<file path="config.mk">
export PLATFORM = sky130hd
export DESIGN_NAME = epi_unit
export DESIGN_NICKNAME = d
export VERILOG_FILES = /design/src/shared/epi_pkg.sv /design/src/hw/epi_unit.sv
export SDC_FILE = /design/constraint.sdc
export NUM_CORES = 1
export LEC_CHECK = 0
export ABC_AREA = 1
export BUFFER_PORTS_ARGS = -buffer_cell sky130_fd_sc_hd__clkbuf_2
export CAP_MARGIN = 20
export CORE_MARGIN = 5
export CORE_UTILIZATION = 30
export DETAILED_ROUTE_END_ITERATION = 8
export GPL_TIMING_DRIVEN = 0
export HOLD_SLACK_MARGIN = 0.08
export PLACE_DENSITY = 0.59
export SYNTH_ARGS = -nofsm -noshare
export SYNTH_HDL_FRONTEND = slang
export SYNTH_SLANG_ARGS = --single-unit
</file>
<file path="constraint.sdc">
create_clock -name aclk -period 2.45 [get_ports aclk]
set_clock_uncertainty 0.05 [all_clocks]
set_input_delay 0.1225 -clock aclk [delete_from_list [all_inputs] [get_ports aclk]]
set_output_delay 0.1225 -clock aclk [all_outputs]
set_load 0.1 [all_outputs]
</file>
<file path="src/shared/epi_pkg.sv">
// package of register offsets, field positions and carrier types for the pin interrupt unit
package epi_pkg;

  // register byte addresses (0x69 not a multiple of four: printed offsets are indices)
  localparam logic [7:0]  IDX_SENSE_CTRL   = 8'h69;
  localparam logic [7:0]  IDX_PC_HIGH_MASK = 8'h6C;
  localparam logic [7:0]  IDX_PC_LOW_MASK  = 8'h6B;
  localparam logic [7:0]  IDX_VEC_CTRL     = 8'h55;
  localparam logic [7:0]  IDX_ENABLE_MASK  = 8'h3D;
  localparam logic [7:0]  IDX_REQ_FLAGS    = 8'h3C;
  localparam logic [7:0]  IDX_CORE_CTRL    = 8'h70;
  localparam logic [7:0]  IDX_STATUS       = 8'h71;
  localparam logic [11:0] ADDR_SENSE_CTRL   = {2'h0, IDX_SENSE_CTRL, 2'h0};
  localparam logic [11:0] ADDR_PC_HIGH_MASK = {2'h0, IDX_PC_HIGH_MASK, 2'h0};
  localparam logic [11:0] ADDR_PC_LOW_MASK  = {2'h0, IDX_PC_LOW_MASK, 2'h0};
  localparam logic [11:0] ADDR_VEC_CTRL     = {2'h0, IDX_VEC_CTRL, 2'h0};
  localparam logic [11:0] ADDR_ENABLE_MASK  = {2'h0, IDX_ENABLE_MASK, 2'h0};
  localparam logic [11:0] ADDR_REQ_FLAGS    = {2'h0, IDX_REQ_FLAGS, 2'h0};
  localparam logic [11:0] ADDR_CORE_CTRL    = {2'h0, IDX_CORE_CTRL, 2'h0};
  localparam logic [11:0] ADDR_STATUS       = {2'h0, IDX_STATUS, 2'h0};

  // field positions
  localparam int VEC_SEL_BIT   = 1;
  localparam int VEC_UNLK_BIT  = 0;
  localparam int PC_HIGH_BIT   = 7;
  localparam int PC_LOW_BIT    = 6;
  localparam int EXT_BIT       = 0;
  localparam int GIE_BIT       = 0;
  localparam int APP_EXEC_BIT  = 1;
  localparam int APP_LOCK_BIT  = 2;
  localparam int BOOT_LOCK_BIT = 3;
  localparam int ACK_EXT_BIT   = 4;
  localparam int ACK_LOW_BIT   = 5;
  localparam int ACK_HIGH_BIT  = 6;
  localparam int INSN_DONE_BIT = 7;

  // reset values and timing
  localparam logic [7:0] RST_BYTE      = 8'h00;
  localparam logic [2:0] UNLOCK_CYCLES = 3'h4;
  localparam logic [1:0] RESP_OKAY     = 2'h0;
  localparam logic [1:0] RESP_SLVERR   = 2'h2;

  // sense modes of the external request pin
  localparam logic [1:0] SENSE_LOW     = 2'h0;
  localparam logic [1:0] SENSE_ANY     = 2'h1;
  localparam logic [1:0] SENSE_FALL    = 2'h2;
  localparam logic [1:0] SENSE_RISE    = 2'h3;

  // interrupt requests toward the core
  typedef struct packed {
    logic pin_change_group_high_request;
    logic pin_change_group_low_request;
    logic ext_request;
  } epi_irq_t;

  // registered wake-up indications
  typedef struct packed {
    logic pin_change_wake;
    logic low_level_wake;
  } epi_wake_t;

endpackage
</file>
<file path="src/hw/epi_unit.sv">
// external pin and pin-change interrupt unit with vector placement control
//
// Our own choice: the AXI4-Lite slave port.
`timescale 1ns/100ps
module epi_unit #(
  parameter logic [15:0] BOOT_BASE_WORD = 16'h1C00
) (
  input  wire logic                 aclk,
  input  wire logic                 aresetn,
  input  wire logic [11:0]          s_axi_awaddr,
  input  wire logic                 s_axi_awvalid,
  output logic                      s_axi_awready,
  input  wire logic [31:0]          s_axi_wdata,
  input  wire logic [3:0]           s_axi_wstrb,
  input  wire logic                 s_axi_wvalid,
  output logic                      s_axi_wready,
  output logic [1:0]                s_axi_bresp,
  output logic                      s_axi_bvalid,
  input  wire logic                 s_axi_bready,
  input  wire logic [11:0]          s_axi_araddr,
  input  wire logic                 s_axi_arvalid,
  output logic                      s_axi_arready,
  output logic [31:0]               s_axi_rdata,
  output logic [1:0]                s_axi_rresp,
  output logic                      s_axi_rvalid,
  input  wire logic                 s_axi_rready,
  input  wire logic                 ext_request_pin,
  input  wire logic [15:0]          pin_change_inputs,
  output epi_pkg::epi_irq_t         irq_q,
  output epi_pkg::epi_wake_t        wake_q,
  output logic [15:0]               vector_base_q
);

  // ************************************************************
  // pin synchronisers
  // ************************************************************
  logic [16:0] sync1_q;
  logic [16:0] sync2_q;
  logic        ext_prev_q;
  logic [15:0] pc_prev_q;

  // two stages, only the second is read by logic
  always_ff @(posedge aclk) begin
    sync1_q <= {ext_request_pin, pin_change_inputs};
    sync2_q <= sync1_q;
  end

  wire       ext_now = sync2_q[16];
  wire [15:0] pc_now = sync2_q[15:0];

  // previous sample for edge compare
  always_ff @(posedge aclk) begin
    if (!aresetn) begin
      ext_prev_q <= 1'b1;
      pc_prev_q  <= 16'h0000;
    end else begin
      ext_prev_q <= ext_now;
      pc_prev_q  <= pc_now;
    end
  end

  // ************************************************************
  // registers
  // ************************************************************
  logic [1:0] sense_q;
  logic [7:0] pc_high_mask_q;
  logic [7:0] pc_low_mask_q;
  logic       vec_sel_q;
  logic       unlock_q;
  logic [2:0] unlock_cnt_q;
  logic       hold_q;
  logic [7:0] enable_q;
  logic [7:0] flags_q;
  logic [7:0] core_q;

  // ************************************************************
  // bus decode
  // ************************************************************
  logic        aw_got_q;
  logic        w_got_q;
  logic [11:0] aw_addr_q;
  logic [31:0] w_data_q;
  logic [3:0]  w_strb_q;

  wire aw_take = s_axi_awvalid && s_axi_awready;
  wire w_take  = s_axi_wvalid && s_axi_wready;
  wire wr_go   = aw_got_q && w_got_q && !s_axi_bvalid;
  wire wr_lane = w_strb_q[0];

  function automatic logic hit(input logic [11:0] a, input logic [11:0] r);
    hit = (a[11:2] == r[11:2]);
  endfunction

  wire wr_sense = wr_go && wr_lane && hit(aw_addr_q, epi_pkg::ADDR_SENSE_CTRL);
  wire wr_pch   = wr_go && wr_lane && hit(aw_addr_q, epi_pkg::ADDR_PC_HIGH_MASK);
  wire wr_pcl   = wr_go && wr_lane && hit(aw_addr_q, epi_pkg::ADDR_PC_LOW_MASK);
  wire wr_vec   = wr_go && wr_lane && hit(aw_addr_q, epi_pkg::ADDR_VEC_CTRL);
  wire wr_en    = wr_go && wr_lane && hit(aw_addr_q, epi_pkg::ADDR_ENABLE_MASK);
  wire wr_flag  = wr_go && wr_lane && hit(aw_addr_q, epi_pkg::ADDR_REQ_FLAGS);
  wire wr_core  = wr_go && wr_lane && hit(aw_addr_q, epi_pkg::ADDR_CORE_CTRL);
  wire wr_known = hit(aw_addr_q, epi_pkg::ADDR_SENSE_CTRL)
                | hit(aw_addr_q, epi_pkg::ADDR_PC_HIGH_MASK)
                | hit(aw_addr_q, epi_pkg::ADDR_PC_LOW_MASK)
                | hit(aw_addr_q, epi_pkg::ADDR_VEC_CTRL)
                | hit(aw_addr_q, epi_pkg::ADDR_ENABLE_MASK)
                | hit(aw_addr_q, epi_pkg::ADDR_REQ_FLAGS)
                | hit(aw_addr_q, epi_pkg::ADDR_CORE_CTRL)
                | hit(aw_addr_q, epi_pkg::ADDR_STATUS);
  wire [7:0] wbyte = w_data_q[7:0];

  // write channel capture, response after both halves
  always_ff @(posedge aclk) begin
    if (!aresetn) begin
      aw_got_q      <= 1'b0;
      w_got_q       <= 1'b0;
      aw_addr_q     <= 12'h000;
      w_data_q      <= 32'h00000000;
      w_strb_q      <= 4'h0;
      s_axi_awready <= 1'b0;
      s_axi_wready  <= 1'b0;
      s_axi_bvalid  <= 1'b0;
      s_axi_bresp   <= epi_pkg::RESP_OKAY;
    end else begin
      s_axi_awready <= !aw_got_q && !aw_take;
      s_axi_wready  <= !w_got_q && !w_take;
      if (aw_take) begin
        aw_got_q  <= 1'b1;
        aw_addr_q <= s_axi_awaddr;
      end
      if (w_take) begin
        w_got_q  <= 1'b1;
        w_data_q <= s_axi_wdata;
        w_strb_q <= s_axi_wstrb;
      end
      if (wr_go) begin
        s_axi_bvalid <= 1'b1;
        s_axi_bresp  <= wr_known ? epi_pkg::RESP_OKAY : epi_pkg::RESP_SLVERR;
        aw_got_q     <= 1'b0;
        w_got_q      <= 1'b0;
      end else if (s_axi_bvalid && s_axi_bready) begin
        s_axi_bvalid <= 1'b0;
      end
    end
  end

  // ************************************************************
  // vector placement and change window
  // ************************************************************
  wire ack_ext   = wr_core && wbyte[epi_pkg::ACK_EXT_BIT];
  wire ack_low   = wr_core && wbyte[epi_pkg::ACK_LOW_BIT];
  wire ack_high  = wr_core && wbyte[epi_pkg::ACK_HIGH_BIT];
  wire insn_done = wr_core && wbyte[epi_pkg::INSN_DONE_BIT];
  wire set_unlk  = wr_vec && wbyte[epi_pkg::VEC_UNLK_BIT] && !unlock_q;
  wire sel_write = wr_vec && unlock_q && !wbyte[epi_pkg::VEC_UNLK_BIT];
  wire unlk_end  = unlock_q && (unlock_cnt_q == epi_pkg::UNLOCK_CYCLES - 3'h1);

  // unlock self clears after four cycles or at select write
  always_ff @(posedge aclk) begin
    if (!aresetn) begin
      vec_sel_q    <= 1'b0;
      unlock_q     <= 1'b0;
      unlock_cnt_q <= 3'h0;
      hold_q       <= 1'b0;
    end else begin
      if (set_unlk) begin
        unlock_q     <= 1'b1;
        unlock_cnt_q <= 3'h0;
      end else if (sel_write) begin
        unlock_q  <= 1'b0;
        vec_sel_q <= wbyte[epi_pkg::VEC_SEL_BIT];
        hold_q    <= 1'b1;
      end else if (unlk_end) begin
        unlock_q <= 1'b0;
      end else if (unlock_q) begin
        unlock_cnt_q <= unlock_cnt_q + 3'h1;
      end
      if (hold_q && insn_done) begin
        hold_q <= 1'b0;
      end
    end
  end

  // ************************************************************
  // detection and flags
  // ************************************************************
  wire is_low   = (sense_q == epi_pkg::SENSE_LOW);
  wire ext_rise = ext_now && !ext_prev_q;
  wire ext_fall = !ext_now && ext_prev_q;
  wire ext_trig = (sense_q == epi_pkg::SENSE_ANY  && (ext_rise || ext_fall))
                | (sense_q == epi_pkg::SENSE_FALL && ext_fall)
                | (sense_q == epi_pkg::SENSE_RISE && ext_rise);
  wire [15:0] pc_tog = pc_now ^ pc_prev_q;
  wire pc_high_hit = enable_q[epi_pkg::PC_HIGH_BIT] && |(pc_tog[15:8] & pc_high_mask_q);
  wire pc_low_hit  = enable_q[epi_pkg::PC_LOW_BIT]  && |(pc_tog[7:0] & pc_low_mask_q);
  wire clr_ext  = ack_ext  || (wr_flag && wbyte[epi_pkg::EXT_BIT]);
  wire clr_low  = ack_low  || (wr_flag && wbyte[epi_pkg::PC_LOW_BIT]);
  wire clr_high = ack_high || (wr_flag && wbyte[epi_pkg::PC_HIGH_BIT]);

  // sticky flags, set wins over clear
  always_ff @(posedge aclk) begin
    if (!aresetn) begin
      flags_q <= epi_pkg::RST_BYTE;
    end else begin
      flags_q[epi_pkg::EXT_BIT] <= !is_low && (ext_trig ||
                                   (flags_q[epi_pkg::EXT_BIT] && !clr_ext));
      flags_q[epi_pkg::PC_LOW_BIT] <= pc_low_hit ||
                                      (flags_q[epi_pkg::PC_LOW_BIT] && !clr_low);
      flags_q[epi_pkg::PC_HIGH_BIT] <= pc_high_hit ||
                                       (flags_q[epi_pkg::PC_HIGH_BIT] && !clr_high);
    end
  end

  // plain control registers
  always_ff @(posedge aclk) begin
    if (!aresetn) begin
      sense_q        <= epi_pkg::SENSE_LOW;
      pc_high_mask_q <= epi_pkg::RST_BYTE;
      pc_low_mask_q  <= epi_pkg::RST_BYTE;
      enable_q       <= epi_pkg::RST_BYTE;
      core_q         <= epi_pkg::RST_BYTE;
    end else begin
      if (wr_sense) sense_q <= wbyte[1:0];
      if (wr_pch)   pc_high_mask_q <= wbyte;
      if (wr_pcl)   pc_low_mask_q <= wbyte;
      if (wr_en) begin
        enable_q <= wbyte & 8'hC1;
      end
      if (wr_core) begin
        core_q <= wbyte & 8'h0F;
      end
    end
  end

  // ************************************************************
  // request gating toward the core
  // ************************************************************
  wire gie       = core_q[epi_pkg::GIE_BIT];  // global enable, never written by blocking
  wire app_exec  = core_q[epi_pkg::APP_EXEC_BIT];
  wire lock_off  = (vec_sel_q && core_q[epi_pkg::APP_LOCK_BIT] && app_exec)
                 | (!vec_sel_q && core_q[epi_pkg::BOOT_LOCK_BIT] && !app_exec);
  // a fresh unlock write blocks at once, so no request leaks out in the cycle it lands
  wire blocked   = unlock_q || set_unlk || hold_q || lock_off;
  wire allow     = gie && !blocked;
  wire ext_level = is_low && !ext_now;  // not latched: a level that ends early asks nothing
  wire ext_pend  = ext_level || flags_q[epi_pkg::EXT_BIT];

  // registered requests, wake-ups and vector base
  always_ff @(posedge aclk) begin
    if (!aresetn) begin
      irq_q         <= '0;
      wake_q        <= '0;
      vector_base_q <= 16'h0000;
    end else begin
      irq_q.ext_request <= allow && enable_q[epi_pkg::EXT_BIT] && ext_pend;
      irq_q.pin_change_group_low_request <= allow && enable_q[epi_pkg::PC_LOW_BIT]
                                            && flags_q[epi_pkg::PC_LOW_BIT];
      irq_q.pin_change_group_high_request <= allow && enable_q[epi_pkg::PC_HIGH_BIT]
                                             && flags_q[epi_pkg::PC_HIGH_BIT];
      wake_q.pin_change_wake <= pc_high_hit || pc_low_hit;
      wake_q.low_level_wake  <= enable_q[epi_pkg::EXT_BIT] && ext_level;
      vector_base_q <= vec_sel_q ? BOOT_BASE_WORD : 16'h0000;
    end
  end

  // ************************************************************
  // read channel
  // ************************************************************
  wire [11:0] ra = s_axi_araddr;
  wire [7:0] rd_byte =
      hit(ra, epi_pkg::ADDR_SENSE_CTRL)   ? {6'h00, sense_q} :
      hit(ra, epi_pkg::ADDR_PC_HIGH_MASK) ? pc_high_mask_q :
      hit(ra, epi_pkg::ADDR_PC_LOW_MASK)  ? pc_low_mask_q :
      hit(ra, epi_pkg::ADDR_VEC_CTRL)     ? {6'h00, vec_sel_q, unlock_q} :
      hit(ra, epi_pkg::ADDR_ENABLE_MASK)  ? enable_q :
      hit(ra, epi_pkg::ADDR_REQ_FLAGS)    ? flags_q :
      hit(ra, epi_pkg::ADDR_CORE_CTRL)    ? core_q :
      hit(ra, epi_pkg::ADDR_STATUS)       ? {5'h00, hold_q, blocked, ext_now} : 8'h00;
  wire rd_known = hit(ra, epi_pkg::ADDR_SENSE_CTRL) | hit(ra, epi_pkg::ADDR_PC_HIGH_MASK)
                | hit(ra, epi_pkg::ADDR_PC_LOW_MASK) | hit(ra, epi_pkg::ADDR_VEC_CTRL)
                | hit(ra, epi_pkg::ADDR_ENABLE_MASK) | hit(ra, epi_pkg::ADDR_REQ_FLAGS)
                | hit(ra, epi_pkg::ADDR_CORE_CTRL) | hit(ra, epi_pkg::ADDR_STATUS);
  wire ar_take = s_axi_arvalid && s_axi_arready;

  // one read at a time, data one cycle after address taken
  always_ff @(posedge aclk) begin
    if (!aresetn) begin
      s_axi_arready <= 1'b0;
      s_axi_rvalid  <= 1'b0;
      s_axi_rdata   <= 32'h00000000;
      s_axi_rresp   <= epi_pkg::RESP_OKAY;
    end else begin
      s_axi_arready <= !s_axi_rvalid && !ar_take && !s_axi_arready;
      if (ar_take) begin
        s_axi_rvalid <= 1'b1;
        s_axi_rdata  <= {24'h000000, rd_byte};
        s_axi_rresp  <= rd_known ? epi_pkg::RESP_OKAY : epi_pkg::RESP_SLVERR;
      end else if (s_axi_rvalid && s_axi_rready) begin
        s_axi_rvalid <= 1'b0;
      end
    end
  end

  // ************************************************************
  // checks
  // ************************************************************
  logic [3:0] unlk_age_q;
  always_ff @(posedge aclk) begin
    if (!aresetn) unlk_age_q <= 4'h0;
    else unlk_age_q <= unlock_q ? unlk_age_q + 4'h1 : 4'h0;
  end

  a_unlock_bounded: assert property (@(posedge aclk) disable iff (!aresetn)
    unlk_age_q <= 4'h4) else $error("unlock held too long");
  a_unlock_release: assert property (@(posedge aclk) disable iff (!aresetn)
    $rose(unlock_q) ##0 (!sel_write) [*4] |=> !unlock_q) else $error("unlock not released");
  a_block_unlock: assert property (@(posedge aclk) disable iff (!aresetn)
    (set_unlk || unlock_q) |=> !irq_q.ext_request && !irq_q.pin_change_group_low_request
      && !irq_q.pin_change_group_high_request)
    else $error("request while unlocked");
  a_flag_low_clear: assert property (@(posedge aclk) disable iff (!aresetn)
    is_low |=> !flags_q[epi_pkg::EXT_BIT]) else $error("flag set in low mode");
  a_level_request: assert property (@(posedge aclk) disable iff (!aresetn)
    is_low && !ext_now && allow && enable_q[epi_pkg::EXT_BIT] |=> irq_q.ext_request)
    else $error("level request missing");
  a_gie_gate: assert property (@(posedge aclk) disable iff (!aresetn)
    !gie |=> !irq_q.ext_request) else $error("request without global enable");
  a_rise_flag: assert property (@(posedge aclk) disable iff (!aresetn)
    sense_q == epi_pkg::SENSE_RISE && ext_rise |=> flags_q[epi_pkg::EXT_BIT])
    else $error("rising edge missed");
  a_group_flag: assert property (@(posedge aclk) disable iff (!aresetn)
    pc_high_hit |=> flags_q[epi_pkg::PC_HIGH_BIT]) else $error("group flag missed");
  a_sel_write: assert property (@(posedge aclk) disable iff (!aresetn)
    sel_write |=> vec_sel_q == $past(wbyte[epi_pkg::VEC_SEL_BIT]) && hold_q)
    else $error("select write lost");
  a_mask_gate: assert property (@(posedge aclk) disable iff (!aresetn)
    !enable_q[epi_pkg::PC_LOW_BIT] |-> !pc_low_hit) else $error("masked group hit");

endmodule

</file>
# Yosys cells after proc, flatten, opt, wreduce, memory -nomap -nowiden
# Index checks and enable logic that the tools add are counted.
# op_classes
n_bitwise,24
n_reduce_logical,98
n_mux,18
add_sub_neg,1
n_eq_ne,20
# ops
operator,count
$eq 10x7->1 const B,12
$logic_and 1x1->1,56
$mux 8,6
$eq 10x6->1 const B,4
$logic_not 1->1,19
$or 1x1->1,17
$and 8x8->8,2
$reduce_or 8->1,2
$xor 16x16->16,1
$mux 13,1
$logic_or 1x1->1,12
$mux 1,7
$reduce_or 2->1,3
$eq 2x2->1 const B,2
$mux 2,2
$mux 4,1
$not 1->1,4
$reduce_bool 2->1,2
$add 3x1->3 const B,1
$eq 3x2->1 const B,1
$mux 3,1
$reduce_and 3->1,1
$reduce_bool 3->1,1
$eq 2x1->1 const B,1
2 further kinds,2
# totals
register_bits,146
out_inout_bits,62

# Longest topological paths before layout
# logic_depth
depth_word,17
depth_mapped,12
mapped_depth_nobuf,12

# Worst setup path before layout
# No wires, ideal clock.
# synth_timing
path_kind,register to register
startpoint,reg s_axi_arready
endpoint,reg s_axi_rresp[1]
setup_ps,68
t_required_ps,2332
path_slack_ps,361
arrival_ps,1970
period_less_slack_ps,2089
path_stages_with_launch,7
cell_sequence,dfxtp_1 nand2_1 inv_1 nand2_1 nor3_1 a22oi_1 nor2_1
# synth_between
elab_chain_len,1
# synth_rtl
element,line_no,source
from (decl),epi_unit.sv:22,"output logic s_axi_arready,"
from (signal assigned),epi_unit.sv:292,s_axi_arready <= !s_axi_rvalid && !ar_take && !s_axi_arready;
$logic_and 1x1->1,epi_unit.sv:282,wire ar_take = s_axi_arvalid && s_axi_arready;
to (signal assigned),epi_unit.sv:290,s_axi_rresp <= epi_pkg::RESP_OKAY;
to (signal assigned),epi_unit.sv:296,s_axi_rresp <= rd_known ? epi_pkg::RESP_OKAY : epi_pkg::RESP_SLVERR;
to (decl),epi_unit.sv:24,"output logic [1:0] s_axi_rresp,"
# Every way passes these cells.
# A chain may end at the register's enable or synchronous reset.

# Worst setup path in the final report
# layout_timing
startpoint,reg s_axi_bvalid
endpoint,reg flags_q[0]
# layout_between
elab_chain_len,10
# layout_rtl
element,line_no,source
from (decl),epi_unit.sv:18,"output logic s_axi_bvalid,"
from (signal assigned),epi_unit.sv:121,s_axi_bvalid <= 1'b0;
from (signal assigned),epi_unit.sv:136,s_axi_bvalid <= 1'b1;
from (signal assigned),epi_unit.sv:141,s_axi_bvalid <= 1'b0;
$logic_not 1->1 (*),epi_unit.sv:87,wire wr_go = aw_got_q && w_got_q && !s_axi_bvalid;
$logic_and 1x1->1 (*),epi_unit.sv:87,
$logic_and 1x1->1 (*),"epi_unit.sv:99, epi_unit.sv:100",
$logic_and 1x1->1 (on tied branches),"epi_unit.sv:100, epi_unit.sv:99",
$logic_and 1x1->1 (on tied branches),"epi_unit.sv:149, epi_unit.sv:195",
$logic_or 1x1->1 (*),epi_unit.sv:195,wire clr_ext = ack_ext || (wr_flag && wbyte[epi_pkg::EXT_BIT]);
$logic_not 1->1 (*),epi_unit.sv:205,(flags_q[epi_pkg::EXT_BIT] && !clr_ext));
$logic_and 1x1->1 (*),epi_unit.sv:205,
$logic_or 1x1->1 (*),epi_unit.sv:204,flags_q[epi_pkg::EXT_BIT] <= !is_low && (ext_trig ||
$logic_and 1x1->1 (*),epi_unit.sv:204,
"to (signal, indexed assignment)",epi_unit.sv:204,
"to (signal, indexed assignment)",epi_unit.sv:206,flags_q[epi_pkg::PC_LOW_BIT] <= pc_low_hit ||
"to (signal, indexed assignment)",epi_unit.sv:208,flags_q[epi_pkg::PC_HIGH_BIT] <= pc_high_hit ||
to (decl),epi_unit.sv:73,logic [7:0] flags_q;
# Mark *: on every way between the ends. The rest lies on a longest branch, timed or not.

==> flow_summary.json <==
{
  "dr.pass1.iters": 4,
  "min-delay-path-class": "input pin to register",
  "critPathMaxFanout": 7,
  "drt-initial-drc-count": 275,
  "crit-reg2reg-capture": "flags_q[0]",
  "path_buf_inv": 1,
  "clockPowerShare_pct": 47.5,
  "yosysSeqAreaShare_pct": 48.3,
  "num_vias": 4512,
  "crit_chain": "nand3b_4 > nor2_8 > inv_2 > nor3_1 > nand2_1 > nand3_1 > a211oi_1",
  "holdPathStages": 4,
  "crit_family": "simple AND/OR/NAND/NOR gates",
  "ys_types": 42,
  "clock_path_buffers": 2,
  "synth_edf_count": 0,
  "drtAntennaViolNets": 0,
  "critPathRequiredTime_ns": 2.67,
  "areaGrowthSynthToFinish_pct": 34.3,
  "grt.total_usage_pct": 13.3,
  "insertion_delay_ns": 0.42,
  "die_x_um": 142,
  "fin_crit_ns": 1.69,
  "die-area_sq_um": 20300,
  "netlist_area_sq_um": 5260,
  "cts_max_level": 4,
  "final_cell_mix": "dfxtp_1 (127), nand2_1 (105), inv_1 (75), clkbuf_2 (75), o21ai_0 (58)",
  "power.density_nw_per_um2": 772,
  "async_flop_share_pct": 0,
  "swShare_pct": 27.1,
  "p_sw_uw": 1480,
  "rows": 48,
  "cp-end-kind": "register",
  "seq_area_sq_um": 2540,
  "grt_pass1_wl_um": 21000,
  "status": "completed",
  "r2r_cells": 7,
  "relSlewSlack_pct": 55.6,
  "synthCells": 656,
  "place_inst": 994,
  "drcViolationCount": 0,
  "rsz0062_at_grt": "false",
  "multi_input_area_sq_um": 2160,
  "r2r_slack_ns": 0.76,
  "clock_sinks": 127,
  "critPathKind": "register to register",
  "start_kind": "register",
  "worst_slew_pin_slew_ns": 0.665,
  "synth_top_cells_by_area": "dfxtp_1 (48%), nand2_1 (7.5%), buf_4 (5.9%)",
  "ys_ff_latch": 127,
  "hold_viol_final": 0,
  "fillerInstances": 1765,
  "r2r_start": "s_axi_bvalid",
  "p_int_uw": 3980,
  "initial_core_util_pct": 30.5,
  "synth_top_area_share_pct": 48.3,
  "finalWeightedCongestion": 0.823,
  "grt_pass1_vias": 4190,
  "fin_hold_ws_ns": 0.0979,
  "post_cts_resized": 0,
  "grt_max_degree": 17,
  "synth_top_flop_cell": "dfxtp_1",
  "p_total_uw": 5450,
  "seqPwrFrac_pct": 40.3,
  "final_common_cell": "dfxtp_1",
  "hold_path.startpoint": "s_axi_wvalid",
  "finalSetupTns_ns": 0,
  "antenna_found_initial": 0,
  "ios": 146,
  "yosysTopAreaCell": "dfxtp_1",
  "hold_end": "w_data_q[0]",
  "yosysWarningCount": 0,
  "vias_per_cell": 4.24,
  "portBuffers": 75,
  "dp_hpwl_um": 9990,
  "timing.final.ws_setup_ns": 0.756,
  "die_y_um": 142,
  "layout.cells.non_filler": 1065,
  "setup_violations": 0,
  "peakVddDrop_mv": 0.515,
  "p_leak_uw": 0.00324,
  "wirelength_um": 13100,
  "cp_slowest_stage_delay_ns": 0.41,
  "n_antenna_cell": 0,
  "avgSynthCellArea_sq_um": 8.02,
  "slew_violations": 0,
  "drive_gt1_share_pct": 23.8,
  "fin_crit_sh_pct": 69.1,
  "cts_tree": "done",
  "maxCapViolations": 0,
  "wl_per_cell_um": 12.3,
  "final_nets": 915,
  "numCtsBuffers": 17,
  "post_cts_buffers": 0,
  "path_clk_slew_ns": 0.06,
  "worst_path_max_delay_cell": "nor3_1",
  "crit_arrival_ns": 1.92,
  "cts_hold_buf": 39,
  "cts-root-buf": "clkbuf_16",
  "grt_overflow_total": 0,
  "dp_slack_ns": 0.787,
  "p_comb_share_pct": 12.2,
  "core_sq_um": 17200,
  "max_freq_mhz": 590
}
logic make-up (layout without fill, tap and decap cells):
kind of cell    count (synthesis)  after routing  synth area share, %
flops                         127            127                 48.3
buf+inv                       142            288                 13.2
xor+xnor                        2              2                0.333
simple gates                  247            247                 23.2
fa+ha+maj                       4              4                0.952
compound gates                133            133                 13.9
other cells                     1             39               0.0713
how the worst max path moves through the flow:
stage	to	start	cells past startpoint
2_1_floorplan	s_axi_rresp[1]	s_axi_arready	6
3_3_place_gp	flags_q[0]	s_axi_bvalid	7
3_5_place_dp	flags_q[0]	w_got_q	7
4_1_cts	s_axi_rdata[0]	aresetn	6
5_1_grt	flags_q[0]	w_got_q	7
6_report	flags_q[0]	s_axi_bvalid	7
power groups by stage:
stage | Combinational, uW | Sequential (uW) | Clock, uW
finish | 664 | 2200 | 2590
global route | 710 | 2210 | 2760
CTS | 665 | 2200 | 2650
detailed placement | 615 | 2240 | 0
global placement | 612 | 2240 | 0
floorplan | 454 | 2290 | 0
cells in the mapped netlist (2+ instances only):
library cell,count
inv_2,11
xnor2_1,2
nor2_1,50
ha_1,4
nor4_1,3
a21o_1,2
o22ai_1,4
a211oi_2,3
nor3_4,2
nand4_1,11
nor3_2,2
nand3_2,2
o211ai_1,2
nand2_2,9
buf_4,41
nand2_1,105
inv_1,75
a21oi_1,57
nor2_2,8
o21ai_0,58
nor2_4,5
dfxtp_1,127
nor3_1,18
clkbuf_1,11
or2_1,2
nand3_1,24
buf_2,2
a211oi_1,2
flip-flops by register name, indices dropped and copies added, names as in the netlist, 3 cells and up:
name and flops:
irq_q 3, flags_q 3, s_axi_rdata 8, aw_addr_q 10, pc_high_mask_q 8, pc_low_mask_q 8, sync1_q 17, core_q 4
sync2_q 17, pc_prev_q 16, w_data_q 8, enable_q 3, unlock_cnt_q 3
routing by layer:
metal,routed length (um),GRT usage (%),part of all wire (%),up-vias
met2,5630,19.9,43,117
met5,0,0,0,-
met1,6420,18.3,49,1973
met3,957,3.43,7.3,15
li1,-,-,-,2407
met4,136,5.25,1.0,0
cell type report:
class / count / share of cell area, %
Inverter: 87 / 4.62
Clock buffer: 20 / 6.46
Tap cell: 225 / 3.98
Sequential cell: 127 / 36.0
Multi-Input combinational cell: 425 / 30.6
Clock inverter: 12 / 2.25
Buffer: 55 / 5.24
Timing Repair Buffer: 114 / 10.8
through the flow:
step | utilization (%) | area [sq um]
detailed placement | 35.2 | 6060
finish | 41.0 | 7070
CTS | 41.0 | 7070
global route | 41.0 | 7070
floorplan | - | 5400
global placement | 35.2 | 6060
worst min-delay path, stage by stage:
cell,delay (ns)
clkbuf_2,0.08
nand2_1,0.13
o21ai_0,0.09
a21oi_1,0.10
Power figures use the tool's default switching activity.
